<file path="config.mk">
export PLATFORM = sky130hd
export DESIGN_NAME = cdc_ctrl
export DESIGN_NICKNAME = d
export VERILOG_FILES = /design/src/cdc_pkg.sv /design/src/cdc_ctrl.sv
export SDC_FILE = /design/constraint.sdc
export NUM_CORES = 1
export LEC_CHECK = 0
export ABC_CLOCK_PERIOD_IN_PS = 5100
export BUFFER_PORTS_ARGS = -buffer_cell sky130_fd_sc_hd__buf_4
export CORE_UTILIZATION = 51
export CTS_CLUSTER_SIZE = 25
export DETAILED_ROUTE_END_ITERATION = 10
export PLACE_DENSITY_LB_ADDON = 0.1
export SLEW_MARGIN = 5
export SYNTH_ARGS = -nofsm -noshare
export SYNTH_HDL_FRONTEND = slang
export SYNTH_SLANG_ARGS = --single-unit
export TNS_END_PERCENT = 1
</file>
<file path="constraint.sdc">
create_clock -name mclk -period 5.1 [get_ports mclk]
set_input_delay 0.255 -clock mclk [delete_from_list [all_inputs] [get_ports mclk]]
set_output_delay 0.255 -clock mclk [all_outputs]
set_load 0.005 [all_outputs]
</file>
<file path="src/cdc_pkg.sv">
// Package for the cable driver control block: offsets, resets, states, carriers
`default_nettype none
package cdc_pkg;
	// Register offsets on the plain register port and over the management bus
	localparam logic [7:0] CDC_OFS_ID = 8'h00;
	localparam logic [7:0] CDC_OFS_STATUS = 8'h01;
	localparam logic [7:0] CDC_OFS_CTRL = 8'h02;
	localparam logic [7:0] CDC_OFS_FMASK = 8'h03;
	localparam logic [7:0] CDC_OFS_ISTAT = 8'h04;
	localparam logic [7:0] CDC_OFS_IMASK = 8'h05;

	// Values after reset
	localparam logic [6:0] CDC_ID_RST = 7'h17;
	localparam logic [4:0] CDC_FMASK_RST = 5'h00;
	localparam logic [2:0] CDC_ISTAT_RST = 3'h0;
	localparam logic [2:0] CDC_IMASK_RST = 3'h0;

	// Positions inside the synchronised pin vector
	localparam int CDC_PIN_W = 11;
	localparam int CDC_PIN_CRI = 0;
	localparam int CDC_PIN_EN = 1;
	localparam int CDC_PIN_END = 2;
	localparam int CDC_PIN_SLEW = 3;
	localparam int CDC_PIN_SVI = 4;
	localparam int CDC_PIN_SCL = 5;
	localparam int CDC_PIN_SDA = 6;
	localparam int CDC_PIN_AMP = 7;

	// Interrupt status bit positions
	localparam int CDC_EV_LOS_ON = 0;
	localparam int CDC_EV_LOS_OFF = 1;
	localparam int CDC_EV_TF_ON = 2;

	// Activity detector defaults, counts of mclk cycles and edges
	localparam int CDC_LOS_WIN_CYC = 256;
	localparam int CDC_LOS_EDGE_MIN = 8;
	localparam int CDC_LOS_EDGE_MAX = 200;

	// Management bus slave states
	typedef enum logic [6:0] {
		CDC_S_IDLE = 7'h01,
		CDC_S_DEV = 7'h02,
		CDC_S_PTR = 7'h04,
		CDC_S_DATA = 7'h08,
		CDC_S_ACK = 7'h10,
		CDC_S_SEND = 7'h20,
		CDC_S_MACK = 7'h40
	} cdc_smb_state_t;

	// Control register layout
	typedef struct packed {
		logic los_link;
		logic los_mute;
		logic slew_slow;
	} cdc_ctrl_t;

	localparam cdc_ctrl_t CDC_CTRL_RST = '{los_link: 1'b0, los_mute: 1'b0, slew_slow: 1'b0};

	// Driver control outputs toward the analog stage
	typedef struct packed {
		logic drv_on;
		logic deep_save;
		logic slew_slow;
		logic input_offset;
		logic output_mute;
	} cdc_drv_t;
endpackage : cdc_pkg
`default_nettype wire

</file>
<file path="src/cdc_ctrl.sv">
// Control, supervision and management bus slave of the dual cable driver
`timescale 1ns/1ps
`default_nettype none

// How it works
// - A low chain_reset_in holds the block in reset with default settings and chain_reset_out low.
// - Writing register 0 drives chain_reset_out high, where it stays until chain_reset_in goes low.
// - Once set, chain_reset_out returns to zero only through a chain reset.
// - A low enable powers off both drivers and enters deep power save; high is normal operation.
// - An undriven enable pin counts as high, so the block runs normally.
// - The open-drain fault flag is pulled low while signal loss or any termination fault stands.
// - A high slew_select selects the slow edge rate and a low one the bus-set rate, fast by default.
// - The bus slew setting acts only while slew_select is low; a high pin forces slow edges.
// - Signal loss is declared when the input lacks a video-like edge density, rejecting oscillation and noise.
// - On signal loss the input offset is added or the outputs muted by bus choice, offset by default.
// - With the link option set, signal loss forces the internal enable low.
// - With signal present and an output amplitude too high, that output's termination fault asserts.
// - A termination fault deasserts once proper termination is sensed again.
// - Termination faults are evaluated only while the drivers are enabled.
// - The bus clock is only an input and the bus data line is only driven low, open drain.
// - Each fault source can be masked from the combined fault flag.
module cdc_ctrl #(
	parameter int LOS_WIN_CYC = cdc_pkg::CDC_LOS_WIN_CYC,
	parameter int LOS_EDGE_MIN = cdc_pkg::CDC_LOS_EDGE_MIN,
	parameter int LOS_EDGE_MAX = cdc_pkg::CDC_LOS_EDGE_MAX
) (
	input wire logic mclk,
	input wire logic rst,
	input wire logic chain_reset_in,
	input wire logic enable_pin,
	input wire logic enable_driven,
	input wire logic slew_select,
	input wire logic serial_video_input,
	input wire logic [3:0] amp_high,
	input wire logic smb_scl,
	input wire logic smb_sda_in,
	output logic smb_sda_out,
	output logic smb_sda_oe,
	output logic fault_out,
	output logic fault_oe,
	output logic chain_reset_out,
	output cdc_pkg::cdc_drv_t drv,
	output logic [3:0] term_fault,
	output logic input_signal_absent,
	output logic irq,
	input wire logic [7:0] reg_addr,
	input wire logic [7:0] reg_wdata,
	input wire logic reg_wr,
	input wire logic reg_rd,
	output logic [7:0] reg_rdata
);
	localparam int WIN_W = $clog2(LOS_WIN_CYC + 1);

	logic [cdc_pkg::CDC_PIN_W-1:0] pin_raw, pin_s1, pin_s2, pin_d;
	logic dev_rst, los_reg, en_pin_eff, en_eff, fault_active, wr_any;
	logic [6:0] id_reg;
	cdc_pkg::cdc_ctrl_t ctrl_reg;
	logic [4:0] fmask_reg;
	logic [2:0] istat_reg, imask_reg, ev, bcnt_reg;
	logic [3:0] tf_reg;
	logic [WIN_W-1:0] win_cnt, edge_cnt;
	logic [7:0] wr_addr, wr_data, rd_ptr, sh_reg, tx_reg, ptr_reg;
	cdc_pkg::cdc_smb_state_t st_reg, after_reg;
	logic full_reg, mack_reg, smb_wr_reg, scl_rise, scl_fall, smb_start, smb_stop, sda_s;

	// Pin synchroniser; only the second stage and its delayed copy feed logic
	assign pin_raw = {amp_high, smb_sda_in, smb_scl, serial_video_input, slew_select,
		enable_driven, enable_pin, chain_reset_in};

	always_ff @(posedge mclk) begin
		if (rst) begin
			pin_s1 <= '0;
			pin_s2 <= '0;
			pin_d <= '0;
		end else begin
			pin_s1 <= pin_raw;
			pin_s2 <= pin_s1;
			pin_d <= pin_s2;
		end
	end

	// Chain reset puts the whole device back to defaults
	assign dev_rst = rst | ~pin_s2[cdc_pkg::CDC_PIN_CRI];

	// Internal pullup: an undriven pin reads as enabled
	assign en_pin_eff = pin_s2[cdc_pkg::CDC_PIN_END] ? pin_s2[cdc_pkg::CDC_PIN_EN] : 1'b1;
	assign en_eff = en_pin_eff & ~(ctrl_reg.los_link & los_reg);

	// Register access; plain port wins a same-cycle collision with the bus slave
	assign wr_any = reg_wr | smb_wr_reg;
	assign wr_addr = reg_wr ? reg_addr : ptr_reg;
	assign wr_data = reg_wr ? reg_wdata : sh_reg;

	function automatic logic [7:0] rd_mux(input logic [7:0] a);
		logic [7:0] r;
		r = 8'h00;
		if (a == cdc_pkg::CDC_OFS_ID) begin
			r = {id_reg, 1'b0};
		end else if (a == cdc_pkg::CDC_OFS_STATUS) begin
			r = {3'h0, tf_reg, los_reg};
		end else if (a == cdc_pkg::CDC_OFS_CTRL) begin
			r = {5'h00, ctrl_reg};
		end else if (a == cdc_pkg::CDC_OFS_FMASK) begin
			r = {3'h0, fmask_reg};
		end else if (a == cdc_pkg::CDC_OFS_ISTAT) begin
			r = {5'h00, istat_reg};
		end else if (a == cdc_pkg::CDC_OFS_IMASK) begin
			r = {5'h00, imask_reg};
		end
		return r;
	endfunction : rd_mux

	assign rd_ptr = rd_mux(ptr_reg);

	always_ff @(posedge mclk) begin
		if (rst) begin
			reg_rdata <= 8'h00;
		end else if (reg_rd) begin
			reg_rdata <= rd_mux(reg_addr);
		end else begin
			reg_rdata <= 8'h00;
		end
	end

	always_ff @(posedge mclk) begin
		if (dev_rst) begin
			id_reg <= cdc_pkg::CDC_ID_RST;
			ctrl_reg <= cdc_pkg::CDC_CTRL_RST;
			fmask_reg <= cdc_pkg::CDC_FMASK_RST;
			imask_reg <= cdc_pkg::CDC_IMASK_RST;
		end else if (wr_any) begin
			if (wr_addr == cdc_pkg::CDC_OFS_ID) begin
				id_reg <= wr_data[7:1];
			end else if (wr_addr == cdc_pkg::CDC_OFS_CTRL) begin
				ctrl_reg <= wr_data[2:0];
			end else if (wr_addr == cdc_pkg::CDC_OFS_FMASK) begin
				fmask_reg <= wr_data[4:0];
			end else if (wr_addr == cdc_pkg::CDC_OFS_IMASK) begin
				imask_reg <= wr_data[2:0];
			end
		end
	end

	// Chain output: set by any write of register 0, cleared only by chain reset
	always_ff @(posedge mclk) begin
		if (dev_rst) begin
			chain_reset_out <= 1'b0;
		end else if (wr_any && wr_addr == cdc_pkg::CDC_OFS_ID) begin
			chain_reset_out <= 1'b1;
		end
	end

	// Activity detector: too few edges is noise, too many is self oscillation
	always_ff @(posedge mclk) begin
		if (dev_rst) begin
			win_cnt <= '0;
			edge_cnt <= '0;
			los_reg <= 1'b1;
		end else if (win_cnt == WIN_W'(LOS_WIN_CYC - 1)) begin
			win_cnt <= '0;
			edge_cnt <= '0;
			los_reg <= (edge_cnt < WIN_W'(LOS_EDGE_MIN)) || (edge_cnt > WIN_W'(LOS_EDGE_MAX));
		end else begin
			win_cnt <= win_cnt + 1'b1;
			if (pin_s2[cdc_pkg::CDC_PIN_SVI] != pin_d[cdc_pkg::CDC_PIN_SVI]) begin
				edge_cnt <= edge_cnt + 1'b1;
			end
		end
	end

	// Termination sense per output leg
	generate
		for (genvar i = 0; i < 4; i++) begin : g_tf
			always_ff @(posedge mclk) begin
				if (dev_rst || !en_eff) begin
					tf_reg[i] <= 1'b0;
				end else if (!pin_s2[cdc_pkg::CDC_PIN_AMP + i]) begin
					tf_reg[i] <= 1'b0;
				end else if (!los_reg) begin
					tf_reg[i] <= 1'b1;
				end
			end
		end
	endgenerate

	// Driver controls
	always_ff @(posedge mclk) begin
		if (dev_rst) begin
			drv <= '0;
		end else begin
			drv.drv_on <= en_eff;
			drv.deep_save <= ~en_eff;
			drv.slew_slow <= pin_s2[cdc_pkg::CDC_PIN_SLEW] | ctrl_reg.slew_slow;
			drv.input_offset <= los_reg & ~ctrl_reg.los_mute;
			drv.output_mute <= los_reg & ctrl_reg.los_mute;
		end
	end

	// Fault flag, open drain: only ever drives low
	assign fault_active = (los_reg & ~fmask_reg[0]) | (|(tf_reg & ~fmask_reg[4:1]));

	always_ff @(posedge mclk) begin
		if (rst) begin
			fault_out <= 1'b0;
			fault_oe <= 1'b0;
			term_fault <= 4'h0;
			input_signal_absent <= 1'b1;
		end else begin
			fault_out <= 1'b0;
			fault_oe <= fault_active & ~dev_rst;
			term_fault <= dev_rst ? 4'h0 : tf_reg;
			input_signal_absent <= dev_rst | los_reg;
		end
	end

	// Sticky events, write one to clear; a new event beats the clear
	assign ev[cdc_pkg::CDC_EV_LOS_ON] = los_reg & ~drv.input_offset & ~drv.output_mute;
	assign ev[cdc_pkg::CDC_EV_LOS_OFF] = ~los_reg & (drv.input_offset | drv.output_mute);
	assign ev[cdc_pkg::CDC_EV_TF_ON] = |(tf_reg & ~term_fault);

	always_ff @(posedge mclk) begin
		if (dev_rst) begin
			istat_reg <= cdc_pkg::CDC_ISTAT_RST;
		end else if (wr_any && wr_addr == cdc_pkg::CDC_OFS_ISTAT) begin
			istat_reg <= (istat_reg & ~wr_data[2:0]) | ev;
		end else begin
			istat_reg <= istat_reg | ev;
		end
	end

	always_ff @(posedge mclk) begin
		if (rst) begin
			irq <= 1'b0;
		end else begin
			irq <= |(istat_reg & imask_reg);
		end
	end

	// Management bus slave; clock pin is sampled only, data only pulled low
	assign sda_s = pin_s2[cdc_pkg::CDC_PIN_SDA];
	assign scl_rise = pin_s2[cdc_pkg::CDC_PIN_SCL] & ~pin_d[cdc_pkg::CDC_PIN_SCL];
	assign scl_fall = ~pin_s2[cdc_pkg::CDC_PIN_SCL] & pin_d[cdc_pkg::CDC_PIN_SCL];
	assign smb_start = pin_s2[cdc_pkg::CDC_PIN_SCL] & pin_d[cdc_pkg::CDC_PIN_SCL] &
		pin_d[cdc_pkg::CDC_PIN_SDA] & ~sda_s;
	assign smb_stop = pin_s2[cdc_pkg::CDC_PIN_SCL] & pin_d[cdc_pkg::CDC_PIN_SCL] &
		~pin_d[cdc_pkg::CDC_PIN_SDA] & sda_s;

	always_ff @(posedge mclk) begin
		if (dev_rst) begin
			st_reg <= cdc_pkg::CDC_S_IDLE;
			after_reg <= cdc_pkg::CDC_S_IDLE;
			sh_reg <= 8'h00;
			tx_reg <= 8'h00;
			ptr_reg <= 8'h00;
			bcnt_reg <= 3'h0;
			full_reg <= 1'b0;
			mack_reg <= 1'b0;
			smb_wr_reg <= 1'b0;
			smb_sda_oe <= 1'b0;
			smb_sda_out <= 1'b0;
		end else begin
			smb_wr_reg <= 1'b0;
			smb_sda_out <= 1'b0;
			if (smb_start) begin
				st_reg <= cdc_pkg::CDC_S_DEV;
				bcnt_reg <= 3'h0;
				full_reg <= 1'b0;
				smb_sda_oe <= 1'b0;
			end else if (smb_stop) begin
				st_reg <= cdc_pkg::CDC_S_IDLE;
				smb_sda_oe <= 1'b0;
			end else begin
				case (st_reg)
					cdc_pkg::CDC_S_DEV, cdc_pkg::CDC_S_PTR, cdc_pkg::CDC_S_DATA: begin
						if (scl_rise) begin
							sh_reg <= {sh_reg[6:0], sda_s};
							bcnt_reg <= bcnt_reg + 1'b1;
							full_reg <= (bcnt_reg == 3'h7);
						end else if (scl_fall && full_reg) begin
							full_reg <= 1'b0;
							if (st_reg == cdc_pkg::CDC_S_DEV) begin
								if (sh_reg[7:1] == id_reg) begin
									smb_sda_oe <= 1'b1;
									st_reg <= cdc_pkg::CDC_S_ACK;
									after_reg <= sh_reg[0] ? cdc_pkg::CDC_S_SEND : cdc_pkg::CDC_S_PTR;
								end else begin
									st_reg <= cdc_pkg::CDC_S_IDLE;
								end
							end else if (st_reg == cdc_pkg::CDC_S_PTR) begin
								ptr_reg <= sh_reg;
								smb_sda_oe <= 1'b1;
								st_reg <= cdc_pkg::CDC_S_ACK;
								after_reg <= cdc_pkg::CDC_S_DATA;
							end else begin
								smb_wr_reg <= 1'b1;
								smb_sda_oe <= 1'b1;
								st_reg <= cdc_pkg::CDC_S_ACK;
								after_reg <= cdc_pkg::CDC_S_DATA;
							end
						end
					end
					cdc_pkg::CDC_S_ACK: begin
						if (scl_fall) begin
							st_reg <= after_reg;
							bcnt_reg <= 3'h0;
							if (after_reg == cdc_pkg::CDC_S_SEND) begin
								tx_reg <= rd_ptr;
								smb_sda_oe <= ~rd_ptr[7];
							end else begin
								smb_sda_oe <= 1'b0;
							end
						end
					end
					cdc_pkg::CDC_S_SEND: begin
						if (scl_rise) begin
							bcnt_reg <= bcnt_reg + 1'b1;
							full_reg <= (bcnt_reg == 3'h7);
						end else if (scl_fall) begin
							if (full_reg) begin
								full_reg <= 1'b0;
								smb_sda_oe <= 1'b0;
								st_reg <= cdc_pkg::CDC_S_MACK;
							end else begin
								tx_reg <= {tx_reg[6:0], 1'b0};
								smb_sda_oe <= ~tx_reg[6];
							end
						end
					end
					cdc_pkg::CDC_S_MACK: begin
						if (scl_rise) begin
							mack_reg <= ~sda_s;
						end else if (scl_fall) begin
							if (mack_reg) begin
								tx_reg <= rd_ptr;
								smb_sda_oe <= ~rd_ptr[7];
								bcnt_reg <= 3'h0;
								st_reg <= cdc_pkg::CDC_S_SEND;
							end else begin
								st_reg <= cdc_pkg::CDC_S_IDLE;
							end
						end
					end
					default: begin
						st_reg <= cdc_pkg::CDC_S_IDLE;
					end
				endcase
			end
		end
	end
endmodule : cdc_ctrl
`default_nettype wire

</file>
==> metrics <==
Synth top cells by count dfxtp_1, nor2_1, a21oi_1, nand2_1, mux2i_1; DP Cell Count 819; Period Utilization, post-route 50.5%; Worst-Margin Slew 1.09 ns; gr ovfl total 0; hold slack 0.0434 ns; maximum VDD drop 0.000357 V; Reg2Reg Depth 5; Setup Viol. Count Final 0; remaining antenna violation count after routing 0; GRT Util Overall 24.7%; DRT iter0 DRCs 345; Die Height 109 um; Critical Path Source Type flop; final worst-path setup slack 2.52 ns; crit-path cells nor4_1, o2111ai_1, a21oi_1, and3_1, nor3_1; Skew-Pair Late Insertion Delay 0.42 ns; clk root buf clkbuf_16; final instance area 6900 um2; top fanout value on the critical path 14; worst path required time 5.35 ns; DRC 0; top flop regs pin_s1 x11, pin_s2 x11; flop2flop setup slack 2.52 ns; total count of hold-check failures in the final report 0; Reg clk slew, reported paths 0.06 ns; Max-Cap Viols 0; slowest stage cell, crit path a21oi_1; CTS resizes 0; TritonCTS clock tree yes; hold_buf cts 0; P&R area growth vs syn 17.4%; Finished Layout Cells 851; clk sinks 131; worst min path class in -> reg; CP Class reg -> reg; Initial Utilization 53.3%; vias 4893; Core Util, Final 62.5%; CP Launch Point st_reg[1]; largest net degree at the start of global routing 53; cells after synthesis 664; TritonCTS Buffers 17; largest area contributor in the netlist dfxtp_1; setup TNS 0 ns; register bit total from synthesis 131; EDFF count, synth 0; # rows 38; total power 2.39 mW; TritonRoute pass-1 iters 5; Max Slew Vio Count 0; clk buf depth 2; post-synth top area share 44.6%; yosys warns 0; Synth area leaders dfxtp_1, nor2_1, mux2i_1; number of distinct library cells after synthesis 63; diodes inserted 0; DIE AREA 12000 um2; Synth Flop Type dfxtp_1; CP peak stage delay 0.74 ns; via density per instance 5.75; Static Leak 2.65 nW; Hold Crit Start enable_driven; Mean Syn Cell Area 8.85 um2; Seq/Total Area, Yosys 44.6%; Hold Crit Depth 2; synthesized area 5880 um2; initial antenna violation count 0; Port-buffer cells 52; Setup Buffers After CTS 0; Worst Hold Path EP pin_s1[2]; Die X 109 um; worst flop-to-flop path endpoint tx_reg[6]; Ports 55; H-tree depth 4; count leader, synth dfxtp_1; first-pass GRT wire length 22500 um; Crit. End Element flop; routability cong. 0.883; HPWL after DPL 9440 um; drt wl/cell 16.2 um; core area 11000 um2; RSZ-0062 raised after global routing false; Fin Clk Skew 0.00722 ns; Max transition margin 27.2%; Tmin final 2.58 ns; PwrDens 347 nW/um2; Cell Area, Placed 6270 um2; Final #Nets 739; Worst R2R Start st_reg[1]; WP buf/inv 0; layout cell share with drive strength beyond 1 14.2%; number of global-route vias before repair 4527; f_max 0.388 GHz; family with the most delay on the worst path simple AND/OR/NAND/NOR gates; final wirelength 13800 um; status completed; CP arrival 2.83 ns; pre-CTS WS 2.62 ns; async set or reset register ratio after synthesis 0%
[metal layers]
| layer | vias to the layer above | wire, um | GRT usage, % | share of wire [%] |
|---|---|---|---|---|
| met3 | 32 | 852 | 6.34 | 6.2 |
| met1 | 2282 | 6270 | 31.4 | 45 |
| met2 | 170 | 6330 | 39.5 | 46 |
| met4 | 0 | 333 | 10.7 | 2.4 |
| met5 | - | 0 | 0 | 0 |
| li1 | 2409 | - | - | - |
[layout make-up]
cell class                 instances  area [um2]
timing repair buffer              53         398
tap                              140         175
fill                             966        4130
inverter                          25        93.8
clock inverter                    12         180
clock buffer                      20         447
sequential                       131        2620
multi-input combinational        470        2980
[layout by cell type, fill, tap and decap left out, types with 20 or more instances in the layout]
cell type  instances
nand2_1           34
buf_4             53
mux2i_1           32
nand3_1           20
dfxtp_1          131
nor2b_1           31
o21ai_0           25
inv_1             25
nor2_1            92
a21oi_1           40
[worst register-to-register path: stages (launching register included)]
cell and delay, ns:
dfxtp_1 0.40, nor4_1 0.74, o2111ai_1 0.21, a21oi_1 0.74, and3_1 0.28, nor3_1 0.05
[how the worst max path moves through the flow]
stage / end / slack (ns) / cells after the start
floorplan: st_reg[6] / 3.10 / 9
CTS: tx_reg[6] / 2.63 / 5
finish: tx_reg[6] / 2.52 / 5
detailed placement: id_reg[5] / 2.62 / 7
global route: tx_reg[6] / 2.37 / 5
global placement: id_reg[5] / 2.66 / 7
[where the power goes]
group | leakage [nW] | total, mW | internal [mW] | switching [mW]
sequential | 1.06 | 1.04 | 1.03 | 0.00394
combinational | 1.29 | 0.0684 | 0.0319 | 0.0366
clock | 0.301 | 1.29 | 0.832 | 0.455
[cells by family after synthesis]
kind of cell | Yosys count | synth area share [%]
buffers and inverters | 64 | 4.73
muxes | 42 | 7.37
DFF | 131 | 44.6
other | 1 | 0.0638
adders and majority gates | 10 | 2.13
AOI/OAI and AO/OA | 135 | 15.2
xor gates and xnor gates | 25 | 3.73
and+or+nand+nor | 256 | 22.1
Power figures use the tool's default switching activity.
